[config.mk]
export PLATFORM = sky130hd
export DESIGN_NAME = mrb_readback
export DESIGN_NICKNAME = d
export VERILOG_FILES = /design/src/mrb_pkg.sv /design/src/mrb_readback.sv /design/src/mrb_quad_cnt.sv
export VERILOG_INCLUDE_DIRS = /design/src
export SDC_FILE = /design/constraint.sdc
export NUM_CORES = 1
export LEC_CHECK = 0
export ABC_AREA = 1
export BUFFER_PORTS_ARGS = -buffer_cell sky130_fd_sc_hd__buf_4
export CAP_MARGIN = 20
export CELL_PAD_IN_SITES_DETAIL_PLACEMENT = 1
export CELL_PAD_IN_SITES_GLOBAL_PLACEMENT = 1
export CORE_ASPECT_RATIO = 0.6
export CORE_UTILIZATION = 45
export CTS_CLUSTER_SIZE = 40
export DETAILED_ROUTE_END_ITERATION = 8
export PLACE_DENSITY_LB_ADDON = 0.1
export SYNTH_ARGS = -nofsm -noshare
export SYNTH_HDL_FRONTEND = slang
export SYNTH_SLANG_ARGS = --single-unit
[constraint.sdc]
create_clock -name clk -period 8.19 [get_ports clk]
set_clock_uncertainty 0.05 [all_clocks]
set_input_delay 2.457 -clock clk [delete_from_list [all_inputs] [get_ports clk]]
set_output_delay 2.457 -clock clk [all_outputs]
set_load 0.01 [all_outputs]
[src/mrb_consts.svh]
// Register offsets, field positions, reset values and codes of the readback block.
//
// How it works
// RULE1: Encoder read returns full signed 32-bit count.
// RULE2: Encoder read without encoder fitted raises error.
// RULE3: Encoder reads work regardless of loop setting.
// RULE4: Encoder read captures live count at execution.
// RULE5: Encoder counts are raw, never scaled or offset.
// RULE6: Buffered reads fill return slot; mode 2 fetches.
// RULE7: Position read gives zero in velocity mode.
// RULE8: Aux word bits 23..16 hold selectable port.
// RULE9: Aux top byte: FF inputs, 00 outputs.
// RULE10: Aux data bit one means high line.
// RULE11: Aux shows programmed outputs; selectable only if output.
// RULE12: Aux port: input, output, selectable byte groups.
// RULE13: Host sets selectable direction matching hardware switch.
// RULE14: Programmed aux polarity applies to readback values.
// RULE15: Logical port read: upper byte zero, lower logical.
// RULE16: Logical port bits 7..4 show inhibit lines.
// RULE17: Inhibit set on kill or closed-loop following trip.
// RULE18: Switch word: zeros, homes, limit pairs axis-first.
// RULE19: Limit values reported after per-input inversion.
`ifndef MRB_CONSTS_SVH
`define MRB_CONSTS_SVH

// =====================================================================
// Register byte offsets
`define MRB_OFF_CMD 5'h00
`define MRB_OFF_RESULT 5'h04
`define MRB_OFF_STATUS 5'h08
`define MRB_OFF_RDB 5'h0C
`define MRB_OFF_AUX_OUT 5'h10
`define MRB_OFF_AUX_POL 5'h14
`define MRB_OFF_LIM_POL 5'h18
`define MRB_OFF_CTRL 5'h1C

// =====================================================================
// Field positions
`define MRB_CMD_OP_LSB 0
`define MRB_CMD_AXIS_LSB 4
`define MRB_CMD_BUF_BIT 8
`define MRB_CMD_MODE_LSB 10
`define MRB_ST_PEND_BIT 0
`define MRB_ST_FERR_BIT 1
`define MRB_ST_CDIR_BIT 2
`define MRB_ST_ENC_BIT 3
`define MRB_CTRL_CDIR_BIT 4

// =====================================================================
// Reset values and codes
`define MRB_RST_WORD 32'h0000_0000
`define MRB_RST_AUX_OUT 16'h0000
`define MRB_RST_AUX_POL 24'h00_0000
`define MRB_RST_LIM_POL 12'h000
`define MRB_RST_CTRL 5'h00
`define MRB_RDB_MODE 2'h2
`define MRB_DIR_INPUTS 8'hFF
`define MRB_DIR_OUTPUTS 8'h00
`define MRB_ZERO_BYTE 8'h00
`define MRB_ZERO_NIB 4'h0

`endif

[src/mrb_pkg.sv]
// Types shared by the readback block.
`default_nettype none
package mrb_pkg;

    // =================================================================
    // Command codes
    typedef enum logic [3:0] {
        MRB_OP_NOP = 4'h0,
        MRB_OP_READ_ENC = 4'h1,
        MRB_OP_READ_AUX = 4'h2,
        MRB_OP_READ_LIO = 4'h3,
        MRB_OP_READ_SW = 4'h4,
        MRB_OP_READ_POS = 4'h5,
        MRB_OP_KILL = 4'h6,
        MRB_OP_COMM = 4'h7,
        MRB_OP_CLR_INH = 4'h8
    } mrb_op_t;

    typedef logic [31:0] mrb_word_t;

endpackage
`default_nettype wire

[src/mrb_readback.sv]
// Readback block: encoder, aux I/O, logical I/O and switch status reads.
`timescale 1ns/100ps
`default_nettype none
`include "mrb_consts.svh"
module mrb_readback #(
    parameter int NAXES = 4
) (
    input wire logic clk,
    input wire logic reset_n,
    input wire logic [4:0] avs_address,
    input wire logic avs_read,
    input wire logic avs_write,
    input wire logic [31:0] avs_writedata,
    input wire logic [3:0] avs_byteenable,
    output mrb_pkg::mrb_word_t avs_readdata,
    output logic avs_waitrequest,
    input wire logic [NAXES-1:0] enc_a,
    input wire logic [NAXES-1:0] enc_b,
    input wire logic enc_fitted,
    input wire logic [7:0] aux_a_in,
    output logic [7:0] aux_b_out,
    input wire logic [7:0] aux_c_in,
    output logic [7:0] aux_c_out,
    output logic aux_c_oe_n,
    input wire logic [3:0] lio_in,
    output logic [NAXES-1:0] inhibit,
    input wire logic [NAXES-1:0] fol_err_trip,
    input wire logic [NAXES-1:0][31:0] axis_pos,
    input wire logic [NAXES-1:0] axis_vel_mode,
    input wire logic [NAXES-1:0] lim_fwd,
    input wire logic [NAXES-1:0] lim_rev,
    input wire logic [NAXES-1:0] home_sw
);
    import mrb_pkg::*;

    // =================================================================
    // Helper functions.
    function automatic logic hit(input logic [4:0] addr,
                                 input logic [4:0] off);
        hit = (addr[4:2] == off[4:2]);
    endfunction

    function automatic logic [31:0] be_merge(input logic [31:0] old,
                                            input logic [31:0] nw,
                                            input logic [3:0] be);
        logic [31:0] r;
        r = old;
        for (int i = 0; i < 4; i++) begin
            if (be[i]) begin
                r[i*8 +: 8] = nw[i*8 +: 8];
            end
        end
        be_merge = r;
    endfunction

    // =================================================================
    // Declarations.
    localparam int SYNC_W = 8 + 8 + 1 + 4 + 3 * NAXES;

    logic [SYNC_W-1:0] pin_meta_q;
    logic [SYNC_W-1:0] pin_sync_q;
    logic [7:0] a_s;
    logic [7:0] c_s;
    logic enc_fit_s;
    logic [3:0] lio_s;
    logic [NAXES-1:0] fwd_s;
    logic [NAXES-1:0] rev_s;
    logic [NAXES-1:0] home_s;

    logic [NAXES-1:0][31:0] enc_cnt;

    logic ack_q;
    logic ack_d;
    logic wr_take;
    mrb_word_t rdata_q;
    mrb_word_t rdata_d;

    mrb_word_t result_q;
    mrb_word_t rdb_q;
    logic pend_q;
    logic ferr_q;
    logic [15:0] aux_out_q;
    logic [23:0] aux_pol_q;
    logic [11:0] lim_pol_q;
    logic [4:0] ctrl_q;
    logic [NAXES-1:0] inh_q;

    logic cmd_go;
    mrb_op_t op;
    logic [1:0] cmd_axis;
    logic cmd_buf;
    logic [1:0] cmd_mode;
    logic is_read_op;
    logic op_err;
    mrb_word_t op_res;
    logic comm_fetch;
    logic ferr_clr;

    logic c_out_dir;
    logic [7:0] a_byte;
    logic [7:0] b_byte;
    logic [7:0] c_byte;
    mrb_word_t aux_word;
    mrb_word_t lio_word;
    logic [11:0] sw_raw;
    mrb_word_t sw_word;
    mrb_word_t enc_word;
    mrb_word_t pos_word;
    logic [NAXES-1:0] kill_set;
    logic [NAXES-1:0] inh_clr;

    // =================================================================
    // Pin synchroniser, two stages before any use.
    always_ff @(posedge clk) begin
        if (!reset_n) begin
            pin_meta_q <= '0;
            pin_sync_q <= '0;
        end else begin
            pin_meta_q <= {aux_a_in, aux_c_in, enc_fitted, lio_in,
                           lim_fwd, lim_rev, home_sw};
            pin_sync_q <= pin_meta_q;
        end
    end

    assign {a_s, c_s, enc_fit_s, lio_s, fwd_s, rev_s, home_s} = pin_sync_q;

    // =================================================================
    // Encoder counters, one per axis.
    for (genvar g = 0; g < NAXES; g++) begin : g_enc
        mrb_quad_cnt #(
            .CNT_W(32)
        ) u_cnt (
            .clk(clk),
            .reset_n(reset_n),
            .enc_a(enc_a[g]),
            .enc_b(enc_b[g]),
            .count(enc_cnt[g])
        );
    end

    // =================================================================
    // Avalon slave: one wait cycle, then the answer.
    assign ack_d = (avs_read || avs_write) && !ack_q;
    assign avs_waitrequest = (avs_read || avs_write) && !ack_q;
    assign wr_take = avs_write && ack_q;

    always_comb begin
        rdata_d = `MRB_RST_WORD;
        if (hit(avs_address, `MRB_OFF_RESULT)) begin
            rdata_d = result_q;
        end else if (hit(avs_address, `MRB_OFF_STATUS)) begin
            rdata_d[`MRB_ST_PEND_BIT] = pend_q;
            rdata_d[`MRB_ST_FERR_BIT] = ferr_q;
            rdata_d[`MRB_ST_CDIR_BIT] = c_out_dir;
            rdata_d[`MRB_ST_ENC_BIT] = enc_fit_s;
        end else if (hit(avs_address, `MRB_OFF_RDB)) begin
            rdata_d = rdb_q;
        end else if (hit(avs_address, `MRB_OFF_AUX_OUT)) begin
            rdata_d[15:0] = aux_out_q;
        end else if (hit(avs_address, `MRB_OFF_AUX_POL)) begin
            rdata_d[23:0] = aux_pol_q;
        end else if (hit(avs_address, `MRB_OFF_LIM_POL)) begin
            rdata_d[11:0] = lim_pol_q;
        end else if (hit(avs_address, `MRB_OFF_CTRL)) begin
            rdata_d[4:0] = ctrl_q;
        end
    end

    always_ff @(posedge clk) begin
        if (!reset_n) begin
            ack_q <= 1'b0;
            rdata_q <= `MRB_RST_WORD;
        end else begin
            ack_q <= ack_d;
            if (avs_read && !ack_q) begin
                rdata_q <= rdata_d;
            end
        end
    end

    assign avs_readdata = rdata_q;

    // =================================================================
    // Configuration registers.
    always_ff @(posedge clk) begin
        if (!reset_n) begin
            aux_out_q <= `MRB_RST_AUX_OUT;
            aux_pol_q <= `MRB_RST_AUX_POL;
            lim_pol_q <= `MRB_RST_LIM_POL;
            ctrl_q <= `MRB_RST_CTRL;
        end else if (wr_take) begin
            if (hit(avs_address, `MRB_OFF_AUX_OUT)) begin
                aux_out_q <= 16'(be_merge({16'h0000, aux_out_q},
                                      avs_writedata, avs_byteenable));
            end
            if (hit(avs_address, `MRB_OFF_AUX_POL)) begin
                aux_pol_q <= 24'(be_merge({8'h00, aux_pol_q},
                                      avs_writedata, avs_byteenable));
            end
            if (hit(avs_address, `MRB_OFF_LIM_POL)) begin
                lim_pol_q <= 12'(be_merge({20'h0_0000, lim_pol_q},
                                      avs_writedata, avs_byteenable));
            end
            if (hit(avs_address, `MRB_OFF_CTRL) && avs_byteenable[0]) begin
                ctrl_q <= avs_writedata[4:0]; // RULE13
            end
        end
    end

    // =================================================================
    // Aux port: A inputs, B outputs, C selectable.
    assign c_out_dir = ctrl_q[`MRB_CTRL_CDIR_BIT];
    assign aux_b_out = aux_out_q[7:0] ^ aux_pol_q[15:8]; // RULE14
    assign aux_c_out = aux_out_q[15:8] ^ aux_pol_q[23:16]; // RULE14
    assign aux_c_oe_n = !c_out_dir;
    assign a_byte = a_s ^ aux_pol_q[7:0]; // RULE10 RULE14
    assign b_byte = aux_out_q[7:0]; // RULE11
    assign c_byte = c_out_dir ? aux_out_q[15:8] :
                    (c_s ^ aux_pol_q[23:16]); // RULE11 RULE14
    assign aux_word = {c_out_dir ? `MRB_DIR_OUTPUTS : `MRB_DIR_INPUTS,
                       c_byte, b_byte, a_byte}; // RULE8 RULE9 RULE12

    // =================================================================
    // Logical I/O port and switch status words.
    assign lio_word = {16'h0000, `MRB_ZERO_BYTE,
                       inh_q, lio_s}; // RULE15 RULE16
    for (genvar g = 0; g < NAXES; g++) begin : g_sw
        assign sw_raw[11-g] = home_s[g];
        assign sw_raw[7-2*g] = fwd_s[g];
        assign sw_raw[6-2*g] = rev_s[g];
    end
    assign sw_word = {16'h0000, `MRB_ZERO_NIB,
                      sw_raw ^ lim_pol_q}; // RULE18 RULE19

    // =================================================================
    // Encoder and position selection for the addressed axis.
    assign enc_word = enc_cnt[cmd_axis]; // RULE1 RULE4 RULE5
    assign pos_word = axis_vel_mode[cmd_axis] ? `MRB_RST_WORD :
                      axis_pos[cmd_axis]; // RULE7

    // =================================================================
    // Command decode.
    assign cmd_go = wr_take && hit(avs_address, `MRB_OFF_CMD);
    assign op = mrb_op_t'(avs_writedata[`MRB_CMD_OP_LSB +: 4]);
    assign cmd_axis = avs_writedata[`MRB_CMD_AXIS_LSB +: 2];
    assign cmd_buf = avs_writedata[`MRB_CMD_BUF_BIT];
    assign cmd_mode = avs_writedata[`MRB_CMD_MODE_LSB +: 2];
    assign ferr_clr = wr_take && hit(avs_address, `MRB_OFF_STATUS) &&
                      avs_byteenable[0] &&
                      avs_writedata[`MRB_ST_FERR_BIT];

    always_comb begin
        op_res = `MRB_RST_WORD;
        is_read_op = 1'b0;
        op_err = 1'b0;
        unique case (op)
            MRB_OP_READ_ENC: begin
                is_read_op = enc_fit_s; // RULE3
                op_err = !enc_fit_s; // RULE2
                op_res = enc_word;
            end
            MRB_OP_READ_AUX: begin
                is_read_op = 1'b1;
                op_res = aux_word;
            end
            MRB_OP_READ_LIO: begin
                is_read_op = 1'b1;
                op_res = lio_word;
            end
            MRB_OP_READ_SW: begin
                is_read_op = 1'b1;
                op_res = sw_word;
            end
            MRB_OP_READ_POS: begin
                is_read_op = 1'b1;
                op_res = pos_word;
            end
            MRB_OP_NOP, MRB_OP_KILL, MRB_OP_COMM, MRB_OP_CLR_INH: begin
                is_read_op = 1'b0;
            end
            default: begin
                op_err = 1'b1;
            end
        endcase
    end

    assign comm_fetch = cmd_go && (op == MRB_OP_COMM) &&
                        (cmd_mode == `MRB_RDB_MODE) && pend_q; // RULE6

    // =================================================================
    // Results, return slot and error flag.
    always_ff @(posedge clk) begin
        if (!reset_n) begin
            result_q <= `MRB_RST_WORD;
            rdb_q <= `MRB_RST_WORD;
            pend_q <= 1'b0;
            ferr_q <= 1'b0;
        end else begin
            if (cmd_go && is_read_op && cmd_buf) begin
                rdb_q <= op_res; // RULE6
            end
            if (cmd_go && is_read_op && !cmd_buf) begin
                result_q <= op_res; // RULE4
            end else if (comm_fetch) begin
                result_q <= rdb_q; // RULE6
            end
            if (cmd_go && is_read_op && cmd_buf) begin
                pend_q <= 1'b1;
            end else if (comm_fetch) begin
                pend_q <= 1'b0;
            end
            if (cmd_go && op_err) begin
                ferr_q <= 1'b1; // RULE2
            end else if (ferr_clr) begin
                ferr_q <= 1'b0;
            end
        end
    end

    // =================================================================
    // Inhibit lines: kill or closed-loop following trip sets them.
    for (genvar g = 0; g < NAXES; g++) begin : g_inh
        assign kill_set[g] = cmd_go && (op == MRB_OP_KILL) &&
                             (cmd_axis == 2'(g));
        assign inh_clr[g] = cmd_go && (op == MRB_OP_CLR_INH) &&
                            (cmd_axis == 2'(g));
    end

    always_ff @(posedge clk) begin
        if (!reset_n) begin
            inh_q <= '0;
        end else begin
            inh_q <= (inh_q & ~inh_clr) | kill_set |
                     (fol_err_trip & ctrl_q[NAXES-1:0]); // RULE17
        end
    end

    assign inhibit = inh_q;
endmodule
`default_nettype wire

[src/mrb_quad_cnt.sv]
// Quadrature decoder and raw 32-bit encoder counter for one axis.
`timescale 1ns/100ps
`default_nettype none
module mrb_quad_cnt #(
    parameter int CNT_W = 32
) (
    input wire logic clk,
    input wire logic reset_n,
    input wire logic enc_a,
    input wire logic enc_b,
    output logic [CNT_W-1:0] count
);
    logic [1:0] meta_q;
    logic [1:0] sync_q;
    logic [1:0] prev_q;
    logic [CNT_W-1:0] cnt_q;
    logic [CNT_W-1:0] cnt_d;
    logic step_up;
    logic step_dn;

    // =================================================================
    // Pin synchroniser.
    always_ff @(posedge clk) begin
        if (!reset_n) begin
            meta_q <= 2'h0;
            sync_q <= 2'h0;
            prev_q <= 2'h0;
        end else begin
            meta_q <= {enc_a, enc_b};
            sync_q <= meta_q;
            prev_q <= sync_q;
        end
    end

    // =================================================================
    // Four counts per line cycle, no scaling of any kind.
    assign step_up = (prev_q == 2'h0 && sync_q == 2'h2) ||
                     (prev_q == 2'h2 && sync_q == 2'h3) ||
                     (prev_q == 2'h3 && sync_q == 2'h1) ||
                     (prev_q == 2'h1 && sync_q == 2'h0); // RULE5
    assign step_dn = (prev_q == 2'h0 && sync_q == 2'h1) ||
                     (prev_q == 2'h1 && sync_q == 2'h3) ||
                     (prev_q == 2'h3 && sync_q == 2'h2) ||
                     (prev_q == 2'h2 && sync_q == 2'h0); // RULE5
    assign cnt_d = step_up ? cnt_q + CNT_W'(1) :
                   step_dn ? cnt_q - CNT_W'(1) : cnt_q; // RULE1

    always_ff @(posedge clk) begin
        if (!reset_n) begin
            cnt_q <= '0;
        end else begin
            cnt_q <= cnt_d;
        end
    end

    assign count = cnt_q;
endmodule
`default_nettype wire

==> results of run 1 <==
-- where the power goes --
group	internal, mW	switching, mW
Clock	1.12	0.860
Combinational	0.839	1.79
Sequential	1.96	0.168
Total	3.92	2.81
-- cell usage after synthesis (all sizes together) --
library cell,number,area share
nand2,1127,0.17
inv,644,0.096
dfxtp,378,0.30
nor2,341,0.051
a21oi,303,0.060
o21ai,276,0.055
nand3,227,0.045
ha,120,0.059
clkbuf,110,0.016
a22oi,70,0.021
o211ai,62,0.023
xor2,60,0.021
o21bai,42,0.012
nand4,36,0.0089
buf,32,0.0071
xnor2,26,0.0090
o22ai,24,0.0059
nor3,23,0.0058
or2,17,0.0042
o2111ai,10,0.0035
o221ai,10,0.0035
a31oi,9,0.0022
a21o,8,0.0024
a22o,8,0.0028
and2,8,0.0020
o211a,8,0.0032
a211oi,6,0.0026
nor3b,6,0.0018
a221oi,4,0.0014
fa,4,0.0032
nor4,4,0.0016
clkinv,2,0.00030
o21a,2,0.00059
o2bb2ai,1,0.00035
-- worst min-delay path, stage by stage (launching register included) --
cell and delay [ps]:
dfxtp_1 310, nand2_1 50, inv_1 40
-- logic make-up (layout without fill, tap and decap cells) --
family,Yosys count,in the layout,synth area share
adder cells (fa/ha/maj),124,124,0.0626
flip-flops,378,378,0.300
buffers and inverters,788,1001,0.119
AND/OR/NAND/NOR,1789,1789,0.289
AO/OA/AOI/OAI,843,843,0.200
XOR/XNOR,86,86,0.0298
other,0,1,0
-- layout by cell type (no fill, tap or decap), types with 36 or more instances in the layout --
cell / netlist / routed
dfxtp_1: 378 / 378
nand2_1: 1122 / 1120
clkbuf_16: 0 / 40
nand4_1: 36 / 36
o21bai_1: 42 / 42
nand3_1: 226 / 225
nor2_1: 339 / 337
buf_4: 1 / 281
a21oi_1: 303 / 303
a22oi_1: 70 / 70
o211ai_1: 38 / 38
xor2_1: 60 / 60
inv_1: 631 / 630
ha_1: 120 / 120
o21ai_0: 262 / 262
-- cell type report --
class                   count  area, µm²
diodes                      1       2.50
clock buffers              54       1100
clock inverters            18        256
fillers                  7561      25700
inverters                 646       2420
multi-input cells        2842      14700
flip-flops and latches    378       7570
well taps                 748        936
repair buffers            283       2140
-- flip-flops by register name (all words and copies together) (netlist names), 12 cells and up --
signal	count
g_enc.u_cnt.count	128
pin_meta_q	33
pin_sync_q	33
avs_readdata	32
rdb_q	32
result_q	32
aux_pol_q	24
aux_out_q	16
lim_pol_q	12
-- metal layers --
metal / GRT usage / vias to the layer above / wire, µm
li1: - / 13283 / -
met1: 0.575 / 13436 / 52600
met2: 0.483 / 1152 / 40700
met3: 0.123 / 119 / 13700
met4: 0.0695 / 4 / 1960
met5: 0.0129 / - / 113
-- stage by stage --
stage | cell area [µm²] | std cells | setup slack, ps
CTS | 29100 | 4969 | 2780
global route | 29100 | 4970 | 2730
detailed placement | 27800 | 4897 | 2780
floorplan | 25300 | 4008 | 3030
global placement | 27800 | 4897 | 2790
finish | 29100 | 4970 | 2780
-- worst paths after layout --
kind	start	end	slack, ps	cells after the start
worst max-delay path	avs_write	avs_waitrequest	2780	4
worst max register to register	g_enc[3].u_cnt.prev_q[0]	g_enc[3].u_cnt.count[21]	4750	13
worst min-delay path	pin_meta_q[9]	pin_sync_q[9]	370	2
worst min register to register	pin_meta_q[9]	pin_sync_q[9]	370	2
==> flow_summary.yaml, run 1 <==
clock_tree:
  insertion_delay_ps: 570
  cts_tree: "done"
  postCtsSetupBuffers: 0
  clock_sinks: 378
  htree_num_levels: 2
  cts.path.max_buffers: 3
  clk_pin_slew_ps: 70
  numCtsBuffers: 40
  hold_buffers: 0
  clock-root-buffer: "clkbuf_16"
  cts.repair.resized: 0
synth:
  avgSynthCellArea_um2: 6.30
  synth-seq-cells: 378
  synth_seq_area_share: 0.300
  synth_cell_types: 48
  synth_area_um2: 25300
  yosysWarningCount: 0
  synthCells: 4008
  synthesis.nets: 4354
run:
  maxCapViolCount: 0
floorplanning:
  rows: 66
  pin_count: 276
  start_util: 0.461
  coreArea_um2: 54800
  die_x_um: 308
  die-area_um2: 57100
  dieHeight_um: 186
drt:
  drcViolationCount: 0
  postRouteAntennaNets: 0
  finalWirelength_um: 109000
  drtIter0Drc: 3093
  via_count: 27994
  first_pass_iters: 5
  vias_per_cell: 5.63
  post_drt_wl_per_cell_um: 21.9
cells_and_area:
  drive_gt1_frac: 0.100
  final_core_util: 0.531
  area_growth_pct: 15.4
  final_nets: 4537
global_route:
  antenna_found_initial: 4
  grt_max_degree: 198
  grt_pass1_vias: 26358
  grt_usage: 0.371
  overflow: 0
  grt_pass1_wl_um: 161000
sta:
  rsz0062_at_grt: "no"
  timing.final.max_slew_violations: 0
  hold_viol: 0
  min_period_over_period: 0.660
  fin_tns_setup_ps: 0
  tightest_slew_ps: 1060
  finalSetupViolations: 0
  max_freq_mhz: 185
  slew_headroom: 0.285
  hold_ws_ps: 367
  finalCriticalPeriod_ps: 5410
power_and_ir_drop:
  peakVddDrop_mv: 0.134
  total_power_mw: 6.73
  powerDensity_nw_per_um2: 231
  leakagePower_nw: 15.7
critical_path:
  cp_cell_sequence: "buf_4, nor2_1, nor2_1, buf_4"
  arrival_ps: 2900
  critPathMaxFanout: 2
  startpoint_type: "primary input"
  critPathMaxStageDelay_ps: 140
  required_ps: 5680
  cp_slowest_cell: "buf_4"
  critPathBufInv: 2
  end_kind: "output pin"
  crit_family: "buffers and inverters"
  criticalPathCategory: "in -> out"
placed_design:
  port_buffers: 264
  dp_hpwl_um: 84700
  gp_congestion: 0.992
run_status:
  status: "completed"
min_path:
  min_path_type: "reg -> reg"
Power figures use the tool's default switching activity.
==> inputs of run 2 (changes only) <==
--- a/config.mk
+++ b/config.mk
@@ -12,7 +12,7 @@
 export CELL_PAD_IN_SITES_DETAIL_PLACEMENT = 1
 export CELL_PAD_IN_SITES_GLOBAL_PLACEMENT = 1
 export CORE_ASPECT_RATIO = 0.6
-export CORE_UTILIZATION = 45
+export CORE_UTILIZATION = 42
 export CTS_CLUSTER_SIZE = 40
 export DETAILED_ROUTE_END_ITERATION = 8
 export PLACE_DENSITY_LB_ADDON = 0.1
==> constraint.sdc (replaced) <==
create_clock -name clk -period 5.25 [get_ports clk]
set_clock_uncertainty 0.05 [all_clocks]
set_input_delay 1.575 -clock clk [delete_from_list [all_inputs] [get_ports clk]]
set_output_delay 1.575 -clock clk [all_outputs]
set_load 0.01 [all_outputs]
==> flow_summary.yaml, run 2 (synthesized netlist as in run 1, its figures left out) <==
floorplanning:
  die_x_um: 319
  pin_count: 276
  coreArea_um2: 59300
  die-area_um2: 61200
  start_util: 0.426
  dieHeight_um: 192
  rows: 69
sta:
  fin_tns_setup_ps: 0
  tightest_slew_ps: 1110
  slew_headroom: 0.256
  min_period_over_period: 0.707
  rsz0062_at_grt: "no"
  finalCriticalPeriod_ps: 3710
  hold_viol: 0
  max_freq_mhz: 270
  timing.final.max_slew_violations: 0
  finalSetupViolations: 0
global_route:
  use_met3: 0.102
  grt_pass1_wl_um: 159000
  grt_pass1_vias: 26091
  top_usage_layer: "met1"
  overflow: 0
  use_met2: 0.440
  gr-usage-met1: 0.534
  grt_usage: 0.339
  grt_max_degree: 107
  antenna_found_initial: 3
power_and_ir_drop:
  powerDensity_nw_per_um2: 354
  clkPwrFrac: 0.290
  seq_power_share: 0.314
  internal_power_mw: 6.07
  leakagePower_nw: 15.8
  peakVddDrop_mv: 0.254
  swShare: 0.415
  comb_power_share: 0.396
  p_sw_mw: 4.31
critical_path:
  cp_common_cell: "nand2_1"
  crit_family: "simple AND/OR/NAND/NOR gates"
  startpoint_type: "register"
  critPathBufInv: 2
  required_ps: 5670
  criticalPathCategory: "reg -> reg"
  cp_slowest_cell: "ha_1"
  critPathMaxFanout: 23
  critPathMaxStageDelay_ps: 720
  end_kind: "register"
  cp_cell_sequence: "xnor2_1, nand2_1, ha_1, nand2_1, nor2_1, inv_1, nor3_1, nand2_1, nand2_1, nand2_1, nand3_1, nand3_1, nand2_1, inv_1"
  arrival_ps: 4130
clock_tree:
  htree_num_levels: 2
  numCtsBuffers: 40
  clk_pin_slew_ps: 60
  clock-root-buffer: "clkbuf_16"
  clock_sinks: 378
  insertion_delay_ps: 580
  postCtsSetupBuffers: 0
  cts_tree: "done"
  cts.path.max_buffers: 3
  cts.repair.resized: 0
  hold_buffers: 0
placed_design:
  gp_congestion: 0.990
  port_buffers: 264
  dp_hpwl_um: 84300
cells_and_area:
  final_nets: 4559
  largest_reg_flops: 128
  final_common_cell: "nand2_1"
  mostFrequentLayoutCells: "nand2_1, inv_1, dfxtp_1"
  fillers: 8001
  drive_gt1_frac: 0.105
  diodes: 0
  area_growth_pct: 16.2
  final_core_util: 0.495
drt:
  vias_per_cell: 5.53
  drtIter0Drc: 2580
  finalWirelength_um: 107000
  postRouteAntennaNets: 0
  post_drt_wl_per_cell_um: 21.3
  via_count: 27788
  drcViolationCount: 0
  first_pass_iters: 5
min_path:
  min_path_type: "reg -> reg"
run_status:
  status: "completed"
run:
  maxCapViolCount: 0
run 2: cell types whose count changed in the layout (fill, tap and decap cells not counted), moves of 3 or more:
cell,previous run,this run
clkinv_2,3,8
buf_12,1,4
inv_6,5,2
buf_4,281,300
run 2: final cells by class:
type	count	area, µm²	area share
clock buffers	53	1100	0.0375
clock inverters	20	234	0.00797
inverters	646	2420	0.0826
multi-input cells	2842	14700	0.501
flip-flops and latches	378	7570	0.258
well taps	781	977	0.0333
repair buffers	305	2350	0.0800
run 2: through the flow:
step	hold WS, ps	cells	total power [mW]	setup slack (ps)	area, µm²
after floorplan	340	4008	5.95	1860	25300
after global placement	344	4952	7.19	1210	28000
after detailed placement	352	4952	7.29	1160	28000
after CTS	370	5025	10.3	1610	29400
after global routing	377	5025	11.0	1290	29400
final	366	5025	10.4	1540	29400
run 2: path summary, 6_finish.rpt:
| check | slack (ps) | cells past startpoint | start | end |
|---|---|---|---|---|
| max reg2reg | 1540 | 14 | g_enc[2].u_cnt.sync_q[0] | g_enc[2].u_cnt.count[24] |
| min | 370 | 2 | pin_meta_q[27] | pin_sync_q[27] |
| max | 1540 | 14 | g_enc[2].u_cnt.sync_q[0] | g_enc[2].u_cnt.count[24] |
| min reg2reg | 370 | 2 | pin_meta_q[27] | pin_sync_q[27] |
run 2: per-layer routing:
| metal | up-vias | wire length (µm) | part of all wire |
|---|---|---|---|
| li1 | 13338 | - | - |
| met1 | 13370 | 53500 | 0.50 |
| met2 | 967 | 39800 | 0.37 |
| met3 | 111 | 11900 | 0.11 |
| met4 | 2 | 1700 | 0.016 |
| met5 | - | 13 | 0.00012 |
run 2: worst register-to-register path: cells and delay by family, from the launching register on:
kind / cells / cell delay, ps
AND/OR/NAND/NOR: 10 / 2000
adder cells (fa/ha/maj): 1 / 740
XOR/XNOR: 1 / 150
buffers and inverters: 2 / 240
flip-flops: 1 / 420
run 2: power by group through the flow:
| stage | sequential (mW) | clock (mW) | combinational (mW) |
|---|---|---|---|
| 2_1_floorplan | 3.23 | 0 | 2.72 |
| 3_3_place_gp | 3.31 | 0 | 3.88 |
| 3_5_place_dp | 3.32 | 0 | 3.97 |
| 4_1_cts | 3.25 | 3.03 | 4.00 |
| 5_1_grt | 3.28 | 3.15 | 4.55 |
| 6_report | 3.26 | 3.01 | 4.11 |
